### src/ipmb_pkg.sv
// constants shared by the inter-processor message box files
// assumes a 9-bit word-aligned register address from one register port
package ipmb_pkg;

  // sizes
  localparam int unsigned NUM_QUEUES = 8;
  localparam int unsigned QUEUE_DEPTH = 4;
  localparam int unsigned DATA_W = 32;
  localparam int unsigned ADDR_W = 9;
  localparam int unsigned PEND_W = 16;
  localparam int unsigned COUNT_W = 3;
  localparam int unsigned NUM_USERS = 2;

  // register offsets (byte addresses)
  localparam logic [8:0] OFS_OWNER_LOW = 9'h000;
  localparam logic [8:0] OFS_OWNER_HIGH = 9'h004;
  localparam logic [8:0] OFS_IRQ_EN_BASE = 9'h040;
  localparam logic [8:0] OFS_IRQ_PEND_BASE = 9'h050;
  localparam logic [8:0] OFS_USER_STRIDE = 9'h020;
  localparam logic [8:0] OFS_FULL_BASE = 9'h100;
  localparam logic [8:0] OFS_COUNT_BASE = 9'h140;
  localparam logic [8:0] OFS_MSG_BASE = 9'h180;
  localparam logic [8:0] OFS_DEBUG = 9'h1c0;

  // field positions
  localparam int unsigned QUEUE_FIELD_STRIDE = 8;
  localparam int unsigned SENDER_BIT = 4;
  localparam int unsigned RECEIVER_BIT = 0;
  localparam int unsigned QUEUES_PER_CTRL = 4;
  localparam int unsigned DEBUG_MODE_BIT = 0;
  localparam int unsigned FIFO_CTRL_LSB = 8;

  // values after reset and writable masks
  localparam logic [31:0] OWNER_RST = 32'h1010_1010;
  localparam logic [31:0] OWNER_MASK = 32'h1111_1111;
  localparam logic [15:0] IRQ_EN_RST = 16'h0000;
  localparam logic [15:0] IRQ_PEND_RST = 16'haaaa;
  localparam logic [31:0] DEBUG_RST = 32'h0000_0000;
  localparam logic [31:0] DEBUG_MASK = 32'h0000_ff01;

endpackage : ipmb_pkg

### src/ipmb_queue_if.sv
// request and status wires between the register front end and one queue
// assumes both ends run on the same clock
`timescale 1ns/10ps
interface ipmb_queue_if #(
  parameter int DATA_W = 32,
  parameter int CNT_W = 3
);
  logic push;
  logic pop;
  logic flush;
  logic single;
  logic [DATA_W-1:0] wdata;
  logic [DATA_W-1:0] rdata;
  logic [CNT_W-1:0] count;
  logic full;

  modport ctrl (output push, output pop, output flush, output single, output wdata,
                input rdata, input count, input full);
  modport queue (input push, input pop, input flush, input single, input wdata,
                 output rdata, output count, output full);
endinterface : ipmb_queue_if

### src/ipmb_queue.sv
// one message queue: circular store, unread count, full flag, overwrite on full
// assumes push and pop come from a single register port, one request per cycle
`timescale 1ns/10ps
module ipmb_queue #(
  parameter int DATA_W = 32,
  parameter int DEPTH = 4,
  parameter int CNT_W = 3
) (
  input wire logic i_sys_clk,
  input wire logic i_reset,
  ipmb_queue_if.queue q_if
);
  localparam int PTR_W = $clog2(DEPTH);

  logic [DATA_W-1:0] mem [DEPTH];
  logic [PTR_W-1:0] wr_ptr_r;
  logic [PTR_W-1:0] rd_ptr_r;
  logic [CNT_W-1:0] count_r;
  logic [CNT_W-1:0] count_nxt;
  logic [CNT_W-1:0] cap;
  logic do_pop;
  logic overwrite;
  logic grow;

  // capacity shrinks to one slot in debug single-register mode
  assign cap = q_if.single ? CNT_W'(1) : CNT_W'(DEPTH);
  assign q_if.full = (count_r >= cap);
  assign q_if.count = count_r;
  assign q_if.rdata = mem[rd_ptr_r];
  // a read of an empty queue removes nothing
  assign do_pop = q_if.pop && (count_r != '0);
  // full queue: drop the oldest instead of refusing the write
  assign overwrite = q_if.push && q_if.full && !do_pop;
  assign grow = q_if.push && !q_if.full && !do_pop;

  // count update, flush has priority
  always_comb
  begin
    count_nxt = count_r;
    if (q_if.flush)
      count_nxt = '0;
    else if (grow)
      count_nxt = count_r + CNT_W'(1);
    else if (do_pop && !q_if.push)
      count_nxt = count_r - CNT_W'(1);
  end

  // pointers and count
  always_ff @(posedge i_sys_clk)
  begin
    if (i_reset || q_if.flush)
    begin
      wr_ptr_r <= '0;
      rd_ptr_r <= '0;
      count_r <= '0;
    end
    else
    begin
      count_r <= count_nxt;
      if (q_if.push)
        wr_ptr_r <= wr_ptr_r + PTR_W'(1);
      if (do_pop || overwrite)
        rd_ptr_r <= rd_ptr_r + PTR_W'(1);
    end
  end

  // message store, data needs no reset
  always_ff @(posedge i_sys_clk)
  begin
    if (q_if.push)
      mem[wr_ptr_r] <= q_if.wdata;
  end
endmodule : ipmb_queue

### src/ipmb_top.sv
// two-user message box: owner control, per-user irq enable and pending,
// eight queues behind a word register port
// assumes the register port is driven by logic on i_sys_clk, one access per cycle
`timescale 1ns/10ps
module ipmb_top #(
  parameter int NUM_QUEUES = ipmb_pkg::NUM_QUEUES,
  parameter int QUEUE_DEPTH = ipmb_pkg::QUEUE_DEPTH
) (
  input wire logic i_sys_clk,
  input wire logic i_reset,
  input wire logic i_reg_sel,
  input wire logic i_reg_wr,
  input wire logic [ipmb_pkg::ADDR_W-1:0] i_reg_addr,
  input wire logic [ipmb_pkg::DATA_W-1:0] i_reg_wdata,
  output logic [ipmb_pkg::DATA_W-1:0] o_reg_rdata,
  output logic o_reg_rvalid,
  output logic o_irq_user0,
  output logic o_irq_user1
);
  localparam int DW = ipmb_pkg::DATA_W;
  localparam int CW = ipmb_pkg::COUNT_W;
  localparam int PW = ipmb_pkg::PEND_W;
  localparam int NU = ipmb_pkg::NUM_USERS;

  // control and status state
  logic [DW-1:0] owner_low_r;
  logic [DW-1:0] owner_high_r;
  logic [DW-1:0] debug_r;
  logic [NU-1:0][PW-1:0] irq_en_r;
  logic [NU-1:0][PW-1:0] pend_r;
  logic [NU-1:0][PW-1:0] pend_nxt;
  logic [NU-1:0][PW-1:0] pend_set;
  logic [NU-1:0][PW-1:0] pend_clr;
  logic [NU-1:0] irq_r;
  logic [NU-1:0] irq_nxt;
  logic [DW-1:0] rdata_r;
  logic [DW-1:0] rdata_nxt;
  logic rvalid_r;

  // per-queue views
  logic [NUM_QUEUES-1:0] q_full;
  logic [NUM_QUEUES-1:0] q_push;
  logic [NUM_QUEUES-1:0] sender_sel;
  logic [NUM_QUEUES-1:0] receiver_sel;
  logic [CW-1:0] q_count [NUM_QUEUES];
  logic [DW-1:0] q_rdata [NUM_QUEUES];

  // access decode
  wire wr_req = i_reg_sel && i_reg_wr;
  wire rd_req = i_reg_sel && !i_reg_wr;
  wire aligned = (i_reg_addr[1:0] == 2'h0);
  wire [2:0] q_idx = i_reg_addr[4:2];
  wire debug_mode = debug_r[ipmb_pkg::DEBUG_MODE_BIT];
  wire hit_owner_low = (i_reg_addr == ipmb_pkg::OFS_OWNER_LOW);
  wire hit_owner_high = (i_reg_addr == ipmb_pkg::OFS_OWNER_HIGH);
  wire hit_debug = (i_reg_addr == ipmb_pkg::OFS_DEBUG);
  // queue windows are 32 bytes wide, matched on the upper address bits
  wire hit_full = aligned && (i_reg_addr[8:5] == ipmb_pkg::OFS_FULL_BASE[8:5]);
  wire hit_count = aligned && (i_reg_addr[8:5] == ipmb_pkg::OFS_COUNT_BASE[8:5]);
  wire hit_msg = aligned && (i_reg_addr[8:5] == ipmb_pkg::OFS_MSG_BASE[8:5]);
  logic [NU-1:0] hit_en;
  logic [NU-1:0] hit_pend;

  // per-user address decode and pending sets
  genvar u;
  genvar q;
  generate
    for (u = 0; u < NU; u++)
    begin : g_user
      localparam logic [8:0] UOFS = 9'(u) * ipmb_pkg::OFS_USER_STRIDE;
      assign hit_en[u] = (i_reg_addr == ipmb_pkg::OFS_IRQ_EN_BASE + UOFS);
      assign hit_pend[u] = (i_reg_addr == ipmb_pkg::OFS_IRQ_PEND_BASE + UOFS);
      // write one clears, zero bits leave the flag alone
      assign pend_clr[u] = (wr_req && hit_pend[u]) ? i_reg_wdata[PW-1:0] : '0;
      // set beats clear so an event in the clearing cycle is kept
      assign pend_nxt[u] = (pend_r[u] & ~pend_clr[u]) | pend_set[u];
      assign irq_nxt[u] = |(pend_r[u] & irq_en_r[u]);
      for (q = 0; q < NUM_QUEUES; q++)
      begin : g_bit
        // debug mode lets each user talk to itself, so both see every event
        assign pend_set[u][2*q+1] = !q_full[q]
          && ((sender_sel[q] == 1'(u)) || debug_mode);
        assign pend_set[u][2*q] = q_push[q]
          && ((receiver_sel[q] == 1'(u)) || debug_mode);
      end
    end
  endgenerate

  // queues and their owner fields
  generate
    for (q = 0; q < NUM_QUEUES; q++)
    begin : g_queue
      localparam int FBASE = (q % ipmb_pkg::QUEUES_PER_CTRL) * ipmb_pkg::QUEUE_FIELD_STRIDE;
      ipmb_queue_if #(.DATA_W(DW), .CNT_W(CW)) q_if ();
      if (q < ipmb_pkg::QUEUES_PER_CTRL)
      begin : g_low
        assign sender_sel[q] = owner_low_r[FBASE + ipmb_pkg::SENDER_BIT];
        assign receiver_sel[q] = owner_low_r[FBASE + ipmb_pkg::RECEIVER_BIT];
      end
      else
      begin : g_high
        assign sender_sel[q] = owner_high_r[FBASE + ipmb_pkg::SENDER_BIT];
        assign receiver_sel[q] = owner_high_r[FBASE + ipmb_pkg::RECEIVER_BIT];
      end
      assign q_push[q] = wr_req && hit_msg && (q_idx == 3'(q));
      assign q_if.push = q_push[q];
      assign q_if.pop = rd_req && hit_msg && (q_idx == 3'(q));
      assign q_if.wdata = i_reg_wdata;
      // writing a one to a fifo-control bit empties that queue
      assign q_if.flush = wr_req && hit_debug && i_reg_wdata[ipmb_pkg::FIFO_CTRL_LSB + q];
      assign q_if.single = debug_r[ipmb_pkg::FIFO_CTRL_LSB + q];
      assign q_full[q] = q_if.full;
      assign q_count[q] = q_if.count;
      assign q_rdata[q] = q_if.rdata;
      ipmb_queue #(.DATA_W(DW), .DEPTH(QUEUE_DEPTH), .CNT_W(CW)) u_queue (
        .i_sys_clk(i_sys_clk),
        .i_reset(i_reset),
        .q_if(q_if.queue)
      );
    end
  endgenerate

  // read mux, unmapped and reserved bits read zero
  assign rdata_nxt =
    hit_owner_low ? owner_low_r :
    hit_owner_high ? owner_high_r :
    hit_en[0] ? {16'h0000, irq_en_r[0]} :
    hit_en[1] ? {16'h0000, irq_en_r[1]} :
    hit_pend[0] ? {16'h0000, pend_r[0]} :
    hit_pend[1] ? {16'h0000, pend_r[1]} :
    hit_full ? {31'h0000_0000, q_full[q_idx]} :
    hit_count ? {29'h0000_0000, q_count[q_idx]} :
    hit_msg ? q_rdata[q_idx] :
    hit_debug ? debug_r : 32'h0000_0000;

  // owner, debug and enable registers
  always_ff @(posedge i_sys_clk)
  begin
    if (i_reset)
    begin
      owner_low_r <= ipmb_pkg::OWNER_RST;
      owner_high_r <= ipmb_pkg::OWNER_RST;
      debug_r <= ipmb_pkg::DEBUG_RST;
      irq_en_r <= {NU{ipmb_pkg::IRQ_EN_RST}};
    end
    else
    begin
      if (wr_req && hit_owner_low)
        owner_low_r <= i_reg_wdata & ipmb_pkg::OWNER_MASK;
      if (wr_req && hit_owner_high)
        owner_high_r <= i_reg_wdata & ipmb_pkg::OWNER_MASK;
      if (wr_req && hit_debug)
        debug_r <= i_reg_wdata & ipmb_pkg::DEBUG_MASK;
      for (int i = 0; i < NU; i++)
        if (wr_req && hit_en[i])
          irq_en_r[i] <= i_reg_wdata[PW-1:0];
    end
  end

  // pending flags and interrupt outputs
  always_ff @(posedge i_sys_clk)
  begin
    if (i_reset)
    begin
      pend_r <= {NU{ipmb_pkg::IRQ_PEND_RST}};
      irq_r <= '0;
    end
    else
    begin
      pend_r <= pend_nxt;
      irq_r <= irq_nxt;
    end
  end

  // read data one cycle after the request; a message read pops in that edge
  always_ff @(posedge i_sys_clk)
  begin
    if (i_reset)
    begin
      rdata_r <= '0;
      rvalid_r <= 1'b0;
    end
    else
    begin
      rvalid_r <= rd_req;
      if (rd_req)
        rdata_r <= rdata_nxt;
    end
  end

  assign o_reg_rdata = rdata_r;
  assign o_reg_rvalid = rvalid_r;
  assign o_irq_user0 = irq_r[0];
  assign o_irq_user1 = irq_r[1];

  // helper views on queue 0 and user 0
  wire msg_rd0 = rd_req && hit_msg && (q_idx == 3'h0);
  wire msg_wr0 = wr_req && hit_msg && (q_idx == 3'h0);
  wire pend_wr0 = wr_req && hit_pend[0];
endmodule : ipmb_top

### config.mk
export PLATFORM = sky130hd
export DESIGN_NAME = ipmb_top
export DESIGN_NICKNAME = d
export VERILOG_FILES = /design/src/ipmb_pkg.sv /design/src/ipmb_queue_if.sv /design/src/ipmb_queue.sv /design/src/ipmb_top.sv
export SDC_FILE = /design/constraint.sdc
export NUM_CORES = 2
export LEC_CHECK = 0
export BUFFER_PORTS_ARGS = -buffer_cell sky130_fd_sc_hd__buf_2
export CORE_MARGIN = 2
export CORE_UTILIZATION = 56
export CTS_BUF_LIST = sky130_fd_sc_hd__clkbuf_4 sky130_fd_sc_hd__clkbuf_8
export CTS_CLUSTER_DIAMETER = 100
export DETAILED_ROUTE_END_ITERATION = 7
export PLACE_DENSITY = 0.75
export SLEW_MARGIN = 20
export SYNTH_ARGS = -nofsm -noshare
export SYNTH_HDL_FRONTEND = slang
export SYNTH_SLANG_ARGS = --single-unit
### constraint.sdc
create_clock -name i_sys_clk -period 6.5 [get_ports i_sys_clk]
set_clock_uncertainty 0.15 [all_clocks]
set_input_delay 0.65 -clock i_sys_clk [delete_from_list [all_inputs] [get_ports i_sys_clk]]
set_output_delay 0.65 -clock i_sys_clk [all_outputs]
set_load 0.02 [all_outputs]
==> reports/qor.yml <==
tritoncts_clock_tree: "yes"
core_sq_um: 85400
power_switching_share_pct: 21.8
max_cap_viol_count: 0
ys_top_cells_by_count: "1024 x sky130_fd_sc_hd__edfxtp_1, 293 x sky130_fd_sc_hd__mux4_2, 214 x sky130_fd_sc_hd__nand2_1, 196 x sky130_fd_sc_hd__dfxtp_1, 101 x sky130_fd_sc_hd__nor2_1"
worstSetupEndpointType: "register"
finalNetCount: 2953
timing.critical_path.arrival_ns: 4.19
yosys.area_share.simple_pct: 4.96
initial_utilization_pct: 56.7
synth_area_leaders: "sky130_fd_sc_hd__edfxtp_1 64%, sky130_fd_sc_hd__mux4_2 14%, sky130_fd_sc_hd__dfxtp_1 8.1%, sky130_fd_sc_hd__nand2_1 1.7%, sky130_fd_sc_hd__mux2i_1 1.3%"
finalSetupViolCount: 0
drc: 0
post_synth_xor_area_fraction_pct: 0.579
yosys_top_cell_area_share_pct: 63.5
fin_crit_sh_pct: 55.5
critical_path.n_buffers_inverters: 1
synth-warning-count: 0
synth_most_common_cell: "sky130_fd_sc_hd__edfxtp_1"
clkTransAtPathRegs_ns: 0.06
grt_pass1_wl_mm: 185
ios: 80
global_route.usage.total_pct: 29.0
ant_nets: 0
max-clock-path-buffers: 3
synth_top_cell_by_area: "sky130_fd_sc_hd__edfxtp_1"
clockPowerShare_pct: 41.8
ff2ff_path_depth: 7
post_synth_fa_ha_maj_area_fraction_pct: 1.57
grt_max_degree: 45
slew_headroom_pct: 23.7
rsz0062_at_grt: "no"
gp_weighted_congestion: 0.975
synthesis.area_sq_um: 48400
synth.mux.area_fraction_pct: 15.1
design.die.area_sq_um: 88800
fillers: 5952
detailroute.via_count: 27100
htree_num_levels: 4
utilization_pct: 63.0
root_buffer: "sky130_fd_sc_hd__clkbuf_8"
regToRegSetupSlack_ns: 2.89
tightest_slew_ns: 1.14
p_leak_uw: 0.0172
postRouteWirelength_mm: 127
grt_overflow: 0
setup.worst_path.end: "o_reg_rdata[1]$_SDFFE_PP0P_"
chip_width_um: 298
io_buffer_count: 79
detailedRoute.firstIterationViolations: 3037
holdBufCountCts: 0
internal_power_uw: 11900
area_growth_syn_to_layout_pct: 11.1
cp_max_fo: 19
timing.final.crit_period_ns: 3.61
cts-buffers-inserted: 190
p_comb_share_pct: 2.5
worst-path-stages: 7
pre_repair_dr_iteration_count: 8
synth-main-ff-cell: "sky130_fd_sc_hd__edfxtp_1"
synth_top_family_by_area: "multiplexers"
row_count: 107
worst_r2r_endpoint: "o_reg_rdata[1]$_SDFFE_PP0P_"
number_of_clock_sinks_seen_by_cts: 1220
cts_post_setup_buffers_inserted: 0
critical_path.cell_chain: "buf_4 > mux4_2 > a22o_1 > a221oi_1 > o22ai_1 > nor3_1 > o21ai_0"
timing_worst_setup_path_type: "register to register"
yosysSeqAreaShare_pct: 71.6
setup.worst_path.start_class: "register"
drt-vias-per-instance: 6.55
critical_path.slowest_cell: "sky130_fd_sc_hd__dfxtp_2"
ir_drop_mv: 0.224
cts_resized: 0
worst-endpoint-required_ns: 7.09
place_hpwl_mm: 77.3
total_switching_power_uw: 3320
synthCells: 2682
drive_above_1_share_pct: 26.3
avgSynthCellArea_sq_um: 18.0
ys_types: 69
fmax_mhz: 277
worstHoldPathType: "input port to register"
first_global_vias: 27200
final_max_slew_viol_count: 0
insertion_delay_ns: 0.88
synth-edff-count: 1024
result_of_the_run: "completed"
synth_compound_gate_area_share_pct: 4.61
timing.setup.tns_ns: 0
powerDensity_nw_per_um2: 283
grt_antenna_before_repair: 6
synth.ff_latch_count: 1220
die_height_um: 298
critical_path.max_stage_delay_ns: 0.68
total_count_of_hold_check_failures_in_the_final_report: 0
syn-num-nets: 2783
post_drt_wl_per_cell_um: 30.7
cpLargestDelayFamily: "compound AO/OA/AOI/OAI gates"
async_flop_share_pct: 0
seqPwrFrac_pct: 55.7
[state kept, by name (all words and copies together), names as in the netlist, 2 cells and up, named ones only]
name and cells:
debug_r 9, g_queue.u_queue.mem 1024, g_queue.u_queue.q_if.count 24, g_queue.u_queue.rd_ptr_r 16, g_queue.u_queue.wr_ptr_r 16, irq_en_r 32, irq_r 2, o_reg_rdata 32
owner_high_r 8, owner_low_r 8, pend_r 32
[power groups by stage]
stage                     sequential [uW]  combinational, uW  clock (uW)
after global placement               8640                352           0
final                                8470                376        6360
after floorplan                      8640                123           0
after global routing                 8470                386        6760
after CTS                            8470                364        6420
after detailed placement             8640                364           0
[area by class of cell]
cell class	instances	area [sq um]	area share, %
Timing Repair Buffer	117	686	1.28
Clock buffer	266	3250	6.05
Tap cell	1144	1430	2.66
Inverter	38	143	0.265
Multi-Input combinational cell	1285	13000	24.3
Antenna cell	1	2.50	0.00465
Sequential cell	1220	34700	64.5
Clock inverter	73	520	0.968
[placed cells by master, fill, tap and decap left out, types with 15 or more instances in the layout]
cell,n
sky130_fd_sc_hd__nor2_1,99
sky130_fd_sc_hd__clkbuf_4,65
sky130_fd_sc_hd__nand2_1,214
sky130_fd_sc_hd__clkinv_1,42
sky130_fd_sc_hd__inv_1,37
sky130_fd_sc_hd__clkbuf_8,201
sky130_fd_sc_hd__dfxtp_2,16
sky130_fd_sc_hd__clkinv_2,15
sky130_fd_sc_hd__buf_4,40
sky130_fd_sc_hd__dfxtp_1,180
sky130_fd_sc_hd__a22oi_1,44
sky130_fd_sc_hd__nand2b_1,18
sky130_fd_sc_hd__mux2i_1,62
sky130_fd_sc_hd__nand3_1,28
sky130_fd_sc_hd__nor3b_1,20
sky130_fd_sc_hd__a21oi_1,90
sky130_fd_sc_hd__xnor2_1,21
sky130_fd_sc_hd__ha_1,48
sky130_fd_sc_hd__a221oi_1,25
sky130_fd_sc_hd__edfxtp_1,1024
sky130_fd_sc_hd__o22ai_1,18
sky130_fd_sc_hd__buf_2,77
sky130_fd_sc_hd__mux4_2,293
sky130_fd_sc_hd__o21ai_0,64
sky130_fd_sc_hd__a22o_1,23
sky130_fd_sc_hd__and2_2,31
[kinds of logic after synthesis]
group	count (synthesis)
buf+inv	177
compound gates	337
flops	1220
xor+xnor	32
mux	363
fa+ha+maj	56
simple gates	497
[worst reg2reg max path, cell delays in order, from the launching register on]
cell and delay, ns:
sky130_fd_sc_hd__dfxtp_2 0.68, sky130_fd_sc_hd__buf_4 0.49, sky130_fd_sc_hd__mux4_2 0.58, sky130_fd_sc_hd__a22o_1 0.23
sky130_fd_sc_hd__a221oi_1 0.64, sky130_fd_sc_hd__o22ai_1 0.15, sky130_fd_sc_hd__nor3_1 0.41, sky130_fd_sc_hd__o21ai_0 0.14
[worst min-delay path by stage]
stage | start | endpoint | cells past startpoint
floorplan | pend_r[26]$_SDFF_PP0_ | pend_r[26]$_SDFF_PP0_ | 2
global placement | o_reg_rdata[26]$_SDFFE_PP0P_ | o_reg_rdata[26]$_SDFFE_PP0P_ | 2
detailed placement | o_reg_rdata[26]$_SDFFE_PP0P_ | o_reg_rdata[26]$_SDFFE_PP0P_ | 2
CTS | i_reg_wdata[26] | g_queue[6].u_queue.mem[2][26]$_DFFE_PP_ | 1
global route | i_reg_wdata[18] | g_queue[1].u_queue.mem[1][18]$_DFFE_PP_ | 1
finish | i_reg_wdata[26] | g_queue[2].u_queue.mem[2][26]$_DFFE_PP_ | 1
[per-stage QoR]
| stage | instances | worst slack [ns] | hold slack, ns | instance area, sq um | power [uW] |
|---|---|---|---|---|---|
| floorplan | 2682 | 3.32 | 0.290 | 48400 | 8760 |
| global placement | 3804 | 2.47 | 0.275 | 50000 | 8990 |
| detailed placement | 3804 | 2.42 | 0.288 | 50000 | 9000 |
| CTS | 4143 | 2.83 | 0.108 | 53800 | 15300 |
| global route | 4144 | 2.69 | 0.157 | 53800 | 15600 |
| finish | 4144 | 2.89 | 0.153 | 53800 | 15200 |
[metal layers]
layer	routed length, um	global-route usage, %
met3	12600	6.50
met1	48900	39.8
met4	6080	14.2
met5	27	0
met2	59500	44.4
Power figures use the tool's default switching activity.
